## src/hdl/operand_addr_defines.svh

```systemverilog
// Purpose: Constants for the operand address generator
// Assumes: 16-bit pointers, byte-wide memory bus
// Notes:   Included by the design modules by bare name
`ifndef OPERAND_ADDR_DEFINES_SVH
`define OPERAND_ADDR_DEFINES_SVH

// Reset value of every pointer register
`define PTR_RESET   16'h0000
// Pointer steps, all taken modulo 65536
`define STEP_ONE    16'h0001
`define STEP_TWO    16'h0002
`define STEP_THREE  16'h0003
`define STEP_MINUS  16'hFFFF
// Last byte index of a transfer
`define LAST_SINGLE 2'h0
`define LAST_PAIR   2'h1
`define LAST_TRAP   2'h2

`endif

```

## src/hdl/operand_addr_pkg.sv

```systemverilog
// Purpose: Types shared by the operand address generator files
// Assumes: Used together with operand_addr_defines.svh
// Notes:   Mode and operation codes are internal, not opcode bits
package operand_addr_pkg;

    typedef enum logic [3:0] {
        OP_LOAD_ACC, OP_STORE_ACC, OP_ADD_ACC, OP_LOAD_WIDE,
        OP_STORE_WIDE, OP_BLOCK, OP_POP, OP_RET, OP_PUSH, OP_CALL,
        OP_TRAP
    } op_e;

    typedef enum logic [3:0] {
        AM_P1, AM_P2, AM_P3, AM_P2_INC, AM_P3_INC, AM_P2_DEC,
        AM_P3_DEC, AM_P2_INC2, AM_P3_INC2, AM_P2_DISP, AM_P3_DISP,
        AM_P3_A, AM_P3_B, AM_P3_EA
    } amode_e;

    typedef enum logic [1:0] {
        ID_P1, ID_P2, ID_P3, ID_SP
    } ptr_id_e;

    typedef struct packed {
        op_e         op;
        amode_e      amode;
        logic [7:0]  disp;
        logic [7:0]  acc;
        logic [7:0]  breg;
        logic [7:0]  prog_status_word;
        logic [15:0] ext_accum;
        logic [15:0] push_data;
    } cmd_s;

    typedef struct packed {
        logic [15:0] pair_one;
        logic [15:0] pair_two;
        logic [15:0] pair_three;
        logic [15:0] sp;
    } ptrs_s;

    typedef struct packed {
        logic        we;
        logic [15:0] addr;
        logic [7:0]  wdata;
    } mem_s;

endpackage

```

## src/hdl/addr_calc.sv

```systemverilog
// Purpose: Effective address and post-update value for one mode
// Assumes: Pure combinational, pointers stable while in use
// Notes:   All sums wrap at 16 bits
`timescale 1ns/100ps
`include "operand_addr_defines.svh"
module addr_calc
    import operand_addr_pkg::*;
(
    input  wire ptrs_s        ptrs,
    input  wire amode_e       amode,
    input  wire logic [7:0]   disp,
    input  wire logic [7:0]   acc,
    input  wire logic [7:0]   breg,
    input  wire logic [15:0]  ext_accum,
    output wire logic [15:0]  ea,
    output wire logic         upd_two,
    output wire logic         upd_three,
    output wire logic [15:0]  upd_val
);

    // Which base pair a mode uses
    function automatic logic uses_two(amode_e m);
        return m inside {AM_P2, AM_P2_INC, AM_P2_DEC, AM_P2_INC2,
                         AM_P2_DISP};
    endfunction

    // Unsigned offsets, zero extended, never sign extended
    function automatic logic [15:0] offset_of(amode_e m, logic [7:0] d,
            logic [7:0] a, logic [7:0] b, logic [15:0] e);
        unique case (m)
            AM_P2_DISP, AM_P3_DISP: return {8'h00, d};
            AM_P3_A:                return {8'h00, a};
            AM_P3_B:                return {8'h00, b};
            AM_P3_EA:               return e;
            default:                return 16'h0000;
        endcase
    endfunction

    // Post-access step of the auto modes
    function automatic logic [15:0] step_of(amode_e m);
        unique case (m)
            AM_P2_INC, AM_P3_INC:   return `STEP_ONE;
            AM_P2_DEC, AM_P3_DEC:   return `STEP_MINUS;
            AM_P2_INC2, AM_P3_INC2: return `STEP_TWO;
            default:                return 16'h0000;
        endcase
    endfunction

    wire logic [15:0] base;
    wire logic        stepped;

    // Base select and address sum
    assign base = (amode == AM_P1) ? ptrs.pair_one :
                  uses_two(amode)  ? ptrs.pair_two : ptrs.pair_three;
    assign ea = base + offset_of(amode, disp, acc, breg, ext_accum);
    assign stepped = (step_of(amode) != 16'h0000);
    // Plain, base and index modes leave the pair alone
    assign upd_two   = stepped & uses_two(amode);
    assign upd_three = stepped & ~uses_two(amode);
    assign upd_val   = base + step_of(amode);

endmodule

```

## src/hdl/operand_addr_gen.sv

```systemverilog
// Purpose: Operand address generation and pointer updates
// Assumes: Single clock, memory bus answers with mem_ack, rstn sync
// Notes:   Pointers change only after the last byte is acknowledged
`timescale 1ns/100ps
`include "operand_addr_defines.svh"
module operand_addr_gen
    import operand_addr_pkg::*;
(
    input  wire logic         clk,
    input  wire logic         rstn,
    input  wire logic         start,
    input  wire cmd_s         cmd,
    output wire logic         busy,
    output wire logic         done,
    output wire logic [15:0]  result,
    input  wire logic         ptr_wr_en,
    input  wire ptr_id_e      ptr_wr_sel,
    input  wire logic [15:0]  ptr_wr_data,
    output wire ptrs_s        ptrs,
    output wire logic         mem_req,
    output wire mem_s         mem,
    input  wire logic         mem_ack,
    input  wire logic [7:0]   mem_rdata
);

    typedef enum logic [1:0] {ST_IDLE, ST_ISSUE, ST_WAIT, ST_FINISH}
        state_e;

    state_e       state_r;
    cmd_s         cmd_r;
    ptrs_s        ptrs_r;
    ptrs_s        snap_r;
    logic [1:0]   idx_r;
    logic [7:0]   lo_r;
    logic [7:0]   hi_r;
    logic         req_r;
    mem_s         mem_r;
    logic         done_r;
    logic [15:0]  result_r;

    wire logic [15:0] ea;
    wire logic        upd_two;
    wire logic        upd_three;
    wire logic [15:0] upd_val;

    // Mode arithmetic on the live pointers, held steady while busy
    addr_calc u_calc (
        .ptrs      (ptrs_r),
        .amode     (cmd_r.amode),
        .disp      (cmd_r.disp),
        .acc       (cmd_r.acc),
        .breg      (cmd_r.breg),
        .ext_accum (cmd_r.ext_accum),
        .ea        (ea),
        .upd_two   (upd_two),
        .upd_three (upd_three),
        .upd_val   (upd_val)
    );

    // Last byte index of each operation
    function automatic logic [1:0] last_of(op_e op);
        unique case (op)
            OP_LOAD_WIDE, OP_STORE_WIDE, OP_BLOCK, OP_POP, OP_RET,
            OP_PUSH, OP_CALL:  return `LAST_PAIR;
            OP_TRAP:           return `LAST_TRAP;
            default:           return `LAST_SINGLE;
        endcase
    endfunction

    wire logic [15:0] idx_w;
    wire logic        is_pop;
    wire logic        is_push;
    wire logic        last_byte;
    wire logic [15:0] byte_addr;
    wire logic        byte_we;
    wire logic [7:0]  byte_wdata;
    wire logic [7:0]  push_byte;

    assign idx_w     = {14'h0000, idx_r};
    assign is_pop    = cmd_r.op inside {OP_POP, OP_RET};
    assign is_push   = cmd_r.op inside {OP_PUSH, OP_CALL, OP_TRAP};
    assign last_byte = (idx_r == last_of(cmd_r.op));

    // Address of the current byte
    assign byte_addr =
        (cmd_r.op == OP_BLOCK) ?
            ((idx_r == 2'h0) ? ptrs_r.pair_three : ptrs_r.pair_two) :
        is_pop  ? ptrs_r.sp + idx_w :
        is_push ? ptrs_r.sp - idx_w - `STEP_ONE :
        ea + idx_w;

    // Writes: stores, pushes and the second half of a block move
    assign byte_we = (cmd_r.op inside {OP_STORE_ACC, OP_STORE_WIDE}) ||
                     is_push ||
                     (cmd_r.op == OP_BLOCK && idx_r == 2'h1);

    // Stack order is high then low; a trap stores status first, then high, then low
    assign push_byte = (cmd_r.op == OP_TRAP) ?
        ((idx_r == 2'h0) ? cmd_r.prog_status_word :
         (idx_r == 2'h1) ? cmd_r.push_data[15:8] : cmd_r.push_data[7:0]) :
        ((idx_r == 2'h0) ? cmd_r.push_data[15:8] : cmd_r.push_data[7:0]);

    assign byte_wdata =
        (cmd_r.op == OP_STORE_ACC)  ? cmd_r.acc :
        (cmd_r.op == OP_STORE_WIDE) ?
            ((idx_r == 2'h0) ? cmd_r.ext_accum[7:0]
                             : cmd_r.ext_accum[15:8]) :
        (cmd_r.op == OP_BLOCK)      ? lo_r :
        push_byte;

    // Result of the finished operation
    wire logic [15:0] result_nxt;
    wire logic [7:0]  add_sum;
    assign add_sum    = cmd_r.acc + lo_r;
    assign result_nxt =
        (cmd_r.op == OP_LOAD_ACC) ? {8'h00, lo_r} :
        (cmd_r.op == OP_ADD_ACC)  ? {8'h00, add_sum} :
        {hi_r, lo_r};

    // Pointer values after the operation; never before its last access
    ptrs_s ptrs_nxt;
    always_comb begin
        ptrs_nxt = ptrs_r;
        if (state_r == ST_FINISH) begin
            if (cmd_r.op == OP_BLOCK) begin
                ptrs_nxt.pair_two   = ptrs_r.pair_two + `STEP_ONE;
                ptrs_nxt.pair_three = ptrs_r.pair_three + `STEP_ONE;
            end else if (is_pop) begin
                ptrs_nxt.sp = ptrs_r.sp + `STEP_TWO;
            end else if (cmd_r.op == OP_TRAP) begin
                ptrs_nxt.sp = ptrs_r.sp - `STEP_THREE;
            end else if (is_push) begin
                ptrs_nxt.sp = ptrs_r.sp - `STEP_TWO;
            end else if (upd_two) begin
                ptrs_nxt.pair_two = upd_val;
            end else if (upd_three) begin
                ptrs_nxt.pair_three = upd_val;
            end
        end else if (state_r == ST_IDLE && ptr_wr_en) begin
            unique case (ptr_wr_sel)
                ID_P1: ptrs_nxt.pair_one   = ptr_wr_data;
                ID_P2: ptrs_nxt.pair_two   = ptr_wr_data;
                ID_P3: ptrs_nxt.pair_three = ptr_wr_data;
                ID_SP: ptrs_nxt.sp         = ptr_wr_data;
            endcase
        end
    end

    // Pointer file; pointer loads are ignored while busy
    always_ff @(posedge clk) begin
        if (!rstn) begin
            ptrs_r <= '{default: `PTR_RESET};
        end else begin
            ptrs_r <= ptrs_nxt;
        end
    end

    // Sequencer: one byte access per issue/wait pair
    always_ff @(posedge clk) begin
        if (!rstn) begin
            state_r  <= ST_IDLE;
            cmd_r    <= '0;
            snap_r   <= '0;
            idx_r    <= 2'h0;
            lo_r     <= 8'h00;
            hi_r     <= 8'h00;
            req_r    <= 1'b0;
            mem_r    <= '0;
            done_r   <= 1'b0;
            result_r <= 16'h0000;
        end else begin
            done_r <= 1'b0;
            unique case (state_r)
                ST_IDLE: begin
                    if (start) begin
                        cmd_r   <= cmd;
                        snap_r  <= ptrs_r;
                        idx_r   <= 2'h0;
                        state_r <= ST_ISSUE;
                    end
                end
                ST_ISSUE: begin
                    mem_r   <= '{we: byte_we, addr: byte_addr,
                                 wdata: byte_wdata};
                    req_r   <= 1'b1;
                    state_r <= ST_WAIT;
                end
                ST_WAIT: begin
                    if (mem_ack) begin
                        req_r <= 1'b0;
                        if (idx_r == 2'h0) lo_r <= mem_rdata;
                        if (idx_r == 2'h1) hi_r <= mem_rdata;
                        if (last_byte) begin
                            state_r <= ST_FINISH;
                        end else begin
                            idx_r   <= idx_r + 2'h1;
                            state_r <= ST_ISSUE;
                        end
                    end
                end
                ST_FINISH: begin
                    result_r <= result_nxt;
                    done_r   <= 1'b1;
                    state_r  <= ST_IDLE;
                end
            endcase
        end
    end

    assign busy    = (state_r != ST_IDLE);
    assign done    = done_r;
    assign result  = result_r;
    assign ptrs    = ptrs_r;
    assign mem_req = req_r;
    assign mem     = mem_r;

    wire logic first_req;
    assign first_req = req_r && idx_r == 2'h0;
endmodule

```

## config.mk

```make
export PLATFORM = sky130hd
export DESIGN_NAME = operand_addr_gen
export DESIGN_NICKNAME = d
export VERILOG_FILES = /design/src/hdl/operand_addr_pkg.sv /design/src/hdl/addr_calc.sv /design/src/hdl/operand_addr_gen.sv
export VERILOG_INCLUDE_DIRS = /design/src /design/src/hdl
export SDC_FILE = /design/constraint.sdc
export NUM_CORES = 1
export LEC_CHECK = 0
export ABC_CLOCK_PERIOD_IN_PS = 7800
export BUFFER_PORTS_ARGS = -buffer_cell sky130_fd_sc_hd__clkbuf_2
export CAP_MARGIN = 20
export CORE_AREA = 2 2 208 159
export DETAILED_ROUTE_END_ITERATION = 16
export DIE_AREA = 0 0 210 161
export HOLD_SLACK_MARGIN = 0.02
export SYNTH_ARGS = -nofsm -noshare
export SYNTH_HDL_FRONTEND = slang
export SYNTH_SLANG_ARGS = --single-unit
```

## constraint.sdc

```tcl
create_clock -name clk -period 7.8 [get_ports clk]
set_clock_uncertainty 0.2 [all_clocks]
set_input_delay 1.56 -clock clk [delete_from_list [all_inputs] [get_ports clk]]
set_output_delay 1.56 -clock clk [all_outputs]
set_load 0.05 [all_outputs]
```

==> flow_summary.json <==
{
  "outcome": "finished, final reports clean",
  "seq_power_share": 0.400,
  "clkPwrFrac": 0.373,
  "final_critical_path_setup_slack_ns": 2.55,
  "grt_start_max_net_pins": 69,
  "via_per_inst": 5.91,
  "numPlacedInstances": 2277,
  "tritoncts": "done",
  "grt_antenna_before_repair": 2,
  "swShare": 0.337,
  "post_cts.resized_instances": 0,
  "clk_transition_reported_paths_ns": 0.06,
  "synthArstFlopShare": 0,
  "required_ns": 7.99,
  "hold_path.class": "flip-flop to flip-flop",
  "slew_violations": 0,
  "p_leak_nw": 6.33,
  "drt_iter0_markers": 1617,
  "timing_hold_violations_final": 0,
  "port_buffers": 210,
  "total_global_route_track_usage": 0.288,
  "core_area_mm2": 0.0319,
  "post_layout_nonfiller_instances": 2317,
  "clk_root_buffer_cell": "sky130_fd_sc_hd__clkbuf_16",
  "post_route_cells_drive_above_1_share": 0.160,
  "placement_rows": 57,
  "synth.net_count": 1936,
  "initial_util": 0.414,
  "grt_setup_unrepaired": "no",
  "cap_viol_max_count": 0,
  "detailedPlace.worstSlack_ns": 2.66,
  "max_freq_ghz": 0.190,
  "nNetsFinal": 2059,
  "netSwitchingPower_mw": 1.00,
  "pwr-share-comb": 0.227,
  "first_global_vias": 12600,
  "power_per_cell_area_mw_per_mm2": 196,
  "drt_pre_antenna_iters": 6,
  "min_period_ns": 5.25,
  "tritoncts.num_buffers": 22,
  "clk_latency_ns": 0.53,
  "criticalPathCategory": "flip-flop to flip-flop",
  "synth_enable_flop_cells": 0,
  "die_width_um": 210,
  "end_kind": "flip-flop",
  "holdWs_ns": 0.256,
  "cp.arrival_ns": 5.44,
  "vdd_drop_max_uv": 141,
  "totalWireLength_um": 49900,
  "route.detailed.wl_per_inst_um": 21.6,
  "num_antenna_cells": 0,
  "worst_slew_pin_slew_ns": 1.07,
  "dpl.hpwl_um": 37000,
  "h-tree-depth": 1,
  "num_io_pins": 211,
  "layout-area-overhead-vs-synth_pct": 15.0,
  "ant_nets": 0,
  "fin_tns_setup_ns": 0,
  "average_instance_area_after_synthesis_um2": 7.47,
  "die-height_um": 161,
  "floorplan.die_area_mm2": 0.0338,
  "grt_first_pass_wirelength_um": 76100,
  "yosys_synthesis_warning_count": 0,
  "p_int_mw": 1.97,
  "setup_viol": 0,
  "finalCritPeriodShare": 0.673,
  "multiInputGateArea_mm2": 0.00853,
  "utilization": 0.476,
  "post_cts_buffers": 0,
  "cts_buffer_depth": 3,
  "synth_sequential_area_ratio": 0.305,
  "routabilityCongestion": 0.952,
  "syn-instance-count": 1765,
  "grt_remaining_overflow": 0,
  "yosysUniqueCellTypes": 87,
  "postSynth.topFlopCell": "sky130_fd_sc_hd__dfxtp_1",
  "netlist_area_mm2": 0.0132,
  "max_fo_critical_path": 18,
  "drcViolationCount": 0,
  "relSlewSlack": 0.287,
  "cts-hold-fix-buffers": 0,
  "via_count": 13700,
  "ys_seq_elements": 201,
  "footprint_of_the_flip_flops_and_latches_mm2": 0.00402,
  "tritoncts_num_sinks": 201,
  "start_kind": "flip-flop",
  "fillCellCount": 3273
}
==> flip-flops by register name, summed over array words and instances (netlist names), 2 cells and up, named ones only <==
register / count
lo_r: 8
cmd_r: 72
hi_r: 8
result: 16
ptrs: 64
state_r: 2
mem: 25
idx_r: 2
==> power by group through the flow <==
| stage | clock network [mW] | logic [mW] | registers (mW) |
|---|---|---|---|
| after global routing | 1.16 | 0.730 | 1.19 |
| after global placement | 0 | 0.656 | 1.20 |
| final | 1.11 | 0.674 | 1.19 |
| after detailed placement | 0 | 0.663 | 1.21 |
| after CTS | 1.13 | 0.666 | 1.18 |
| after floorplan | 0 | 0.400 | 1.25 |
==> routing by layer <==
metal | up-vias | wire length [µm] | global-route usage
met2 | 600 | 20800 | 0.425
met5 | - | 27 | 0
li1 | 6598 | - | -
met3 | 48 | 5300 | 0.0649
met4 | 4 | 686 | 0.0461
met1 | 6454 | 23100 | 0.434
==> logic make-up (layout without fill, tap and decap cells) <==
logic type               count (synthesis)  in the layout  share of synthesized area
flip-flops                             201            201                      0.305
AO/OA/AOI/OAI                          555            555                      0.263
multiplexers                            62             62                     0.0482
XOR/XNOR                                57             57                     0.0379
adder cells (fa/ha/maj)                 68             68                     0.0685
buffers and inverters                  164            303                     0.0509
AND/OR/NAND/NOR                        658            658                      0.227
==> synthesized netlist by cell type, types with 10 or more instances <==
library cell / count / area share
sky130_fd_sc_hd__nand2_1: 334 / 0.095
sky130_fd_sc_hd__a21oi_1: 221 / 0.084
sky130_fd_sc_hd__dfxtp_1: 201 / 0.31
sky130_fd_sc_hd__nor2_1: 113 / 0.032
sky130_fd_sc_hd__o21ai_0: 99 / 0.038
sky130_fd_sc_hd__clkbuf_1: 91 / 0.026
sky130_fd_sc_hd__ha_1: 61 / 0.058
sky130_fd_sc_hd__mux2i_1: 50 / 0.038
sky130_fd_sc_hd__nand3_1: 48 / 0.018
sky130_fd_sc_hd__nor3_1: 44 / 0.017
sky130_fd_sc_hd__inv_1: 33 / 0.0094
sky130_fd_sc_hd__xor2_1: 30 / 0.020
sky130_fd_sc_hd__a22oi_1: 28 / 0.016
sky130_fd_sc_hd__xnor2_1: 27 / 0.018
sky130_fd_sc_hd__buf_2: 26 / 0.0099
sky130_fd_sc_hd__o21ai_1: 21 / 0.0080
sky130_fd_sc_hd__a211oi_1: 17 / 0.0097
sky130_fd_sc_hd__and2_1: 16 / 0.0076
sky130_fd_sc_hd__o211ai_1: 16 / 0.0091
sky130_fd_sc_hd__a21o_1: 15 / 0.0085
sky130_fd_sc_hd__a22o_1: 15 / 0.010
sky130_fd_sc_hd__nand4_1: 15 / 0.0071
sky130_fd_sc_hd__nor2b_1: 15 / 0.0071
sky130_fd_sc_hd__and3_1: 13 / 0.0062
sky130_fd_sc_hd__o31ai_1: 13 / 0.0074
sky130_fd_sc_hd__mux2_2: 12 / 0.010
sky130_fd_sc_hd__a31oi_1: 11 / 0.0052
sky130_fd_sc_hd__a311oi_1: 10 / 0.0066
sky130_fd_sc_hd__nand2b_1: 10 / 0.0047
==> stage by stage <==
step | area (µm²) | total power, mW
after detailed placement | 14400 | 1.87
after global placement | 14400 | 1.86
after global routing | 15200 | 3.09
after CTS | 15200 | 2.98
final | 15200 | 2.97
after floorplan | 13200 | 1.65
==> cells in the final DEF (no fill, tap or decap), types with 19 or more instances in the layout <==
cell and instances:
sky130_fd_sc_hd__a21oi_1 221, sky130_fd_sc_hd__a22oi_1 28, sky130_fd_sc_hd__buf_4 19, sky130_fd_sc_hd__nor3_1 43, sky130_fd_sc_hd__mux2i_1 50, sky130_fd_sc_hd__ha_1 60, sky130_fd_sc_hd__o21ai_1 21, sky130_fd_sc_hd__xor2_1 30
sky130_fd_sc_hd__nand2_1 333, sky130_fd_sc_hd__clkbuf_16 23, sky130_fd_sc_hd__o21ai_0 99, sky130_fd_sc_hd__nand3_1 48, sky130_fd_sc_hd__xnor2_1 27, sky130_fd_sc_hd__clkbuf_2 210, sky130_fd_sc_hd__dfxtp_1 201, sky130_fd_sc_hd__nor2_1 112
sky130_fd_sc_hd__inv_1 33
==> worst max-delay path: stages, from the launching register on <==
cell and delay (ns):
sky130_fd_sc_hd__dfxtp_1 0.67, sky130_fd_sc_hd__o21ai_1 0.17, sky130_fd_sc_hd__nand2_1 0.71, sky130_fd_sc_hd__mux2i_1 0.16
sky130_fd_sc_hd__o21ai_0 0.42, sky130_fd_sc_hd__inv_1 0.12, sky130_fd_sc_hd__fa_1 0.47, sky130_fd_sc_hd__inv_1 0.07
sky130_fd_sc_hd__ha_1 0.16, sky130_fd_sc_hd__inv_1 0.06, sky130_fd_sc_hd__fa_1 0.37, sky130_fd_sc_hd__nor2b_1 0.22
sky130_fd_sc_hd__o31a_1 0.22, sky130_fd_sc_hd__o2111ai_1 0.23, sky130_fd_sc_hd__nor2b_1 0.20, sky130_fd_sc_hd__xnor2_1 0.12
sky130_fd_sc_hd__a2111oi_0 0.43, sky130_fd_sc_hd__nor3_1 0.12
==> worst paths after layout <==
kind / startpoint / to / slack, ns / depth (start not counted)
max: cmd_r[67] / mem[19] / 2.55 / 17
min: cmd_r[0] / cmd_r[0] / 0.26 / 2
max reg2reg: cmd_r[67] / mem[19] / 2.55 / 17
min reg2reg: cmd_r[0] / cmd_r[0] / 0.26 / 2
==> final cells by class <==
type / instances / area share
Multi-Input combinational cell: 1400 / 0.562
Sequential cell: 201 / 0.265
Timing Repair Buffer: 229 / 0.0787
Clock buffer: 36 / 0.0478
Tap cell: 413 / 0.0341
Inverter: 34 / 0.00858
Clock inverter: 4 / 0.00297
No activity file was read; power rests on OpenSTA's default activity.
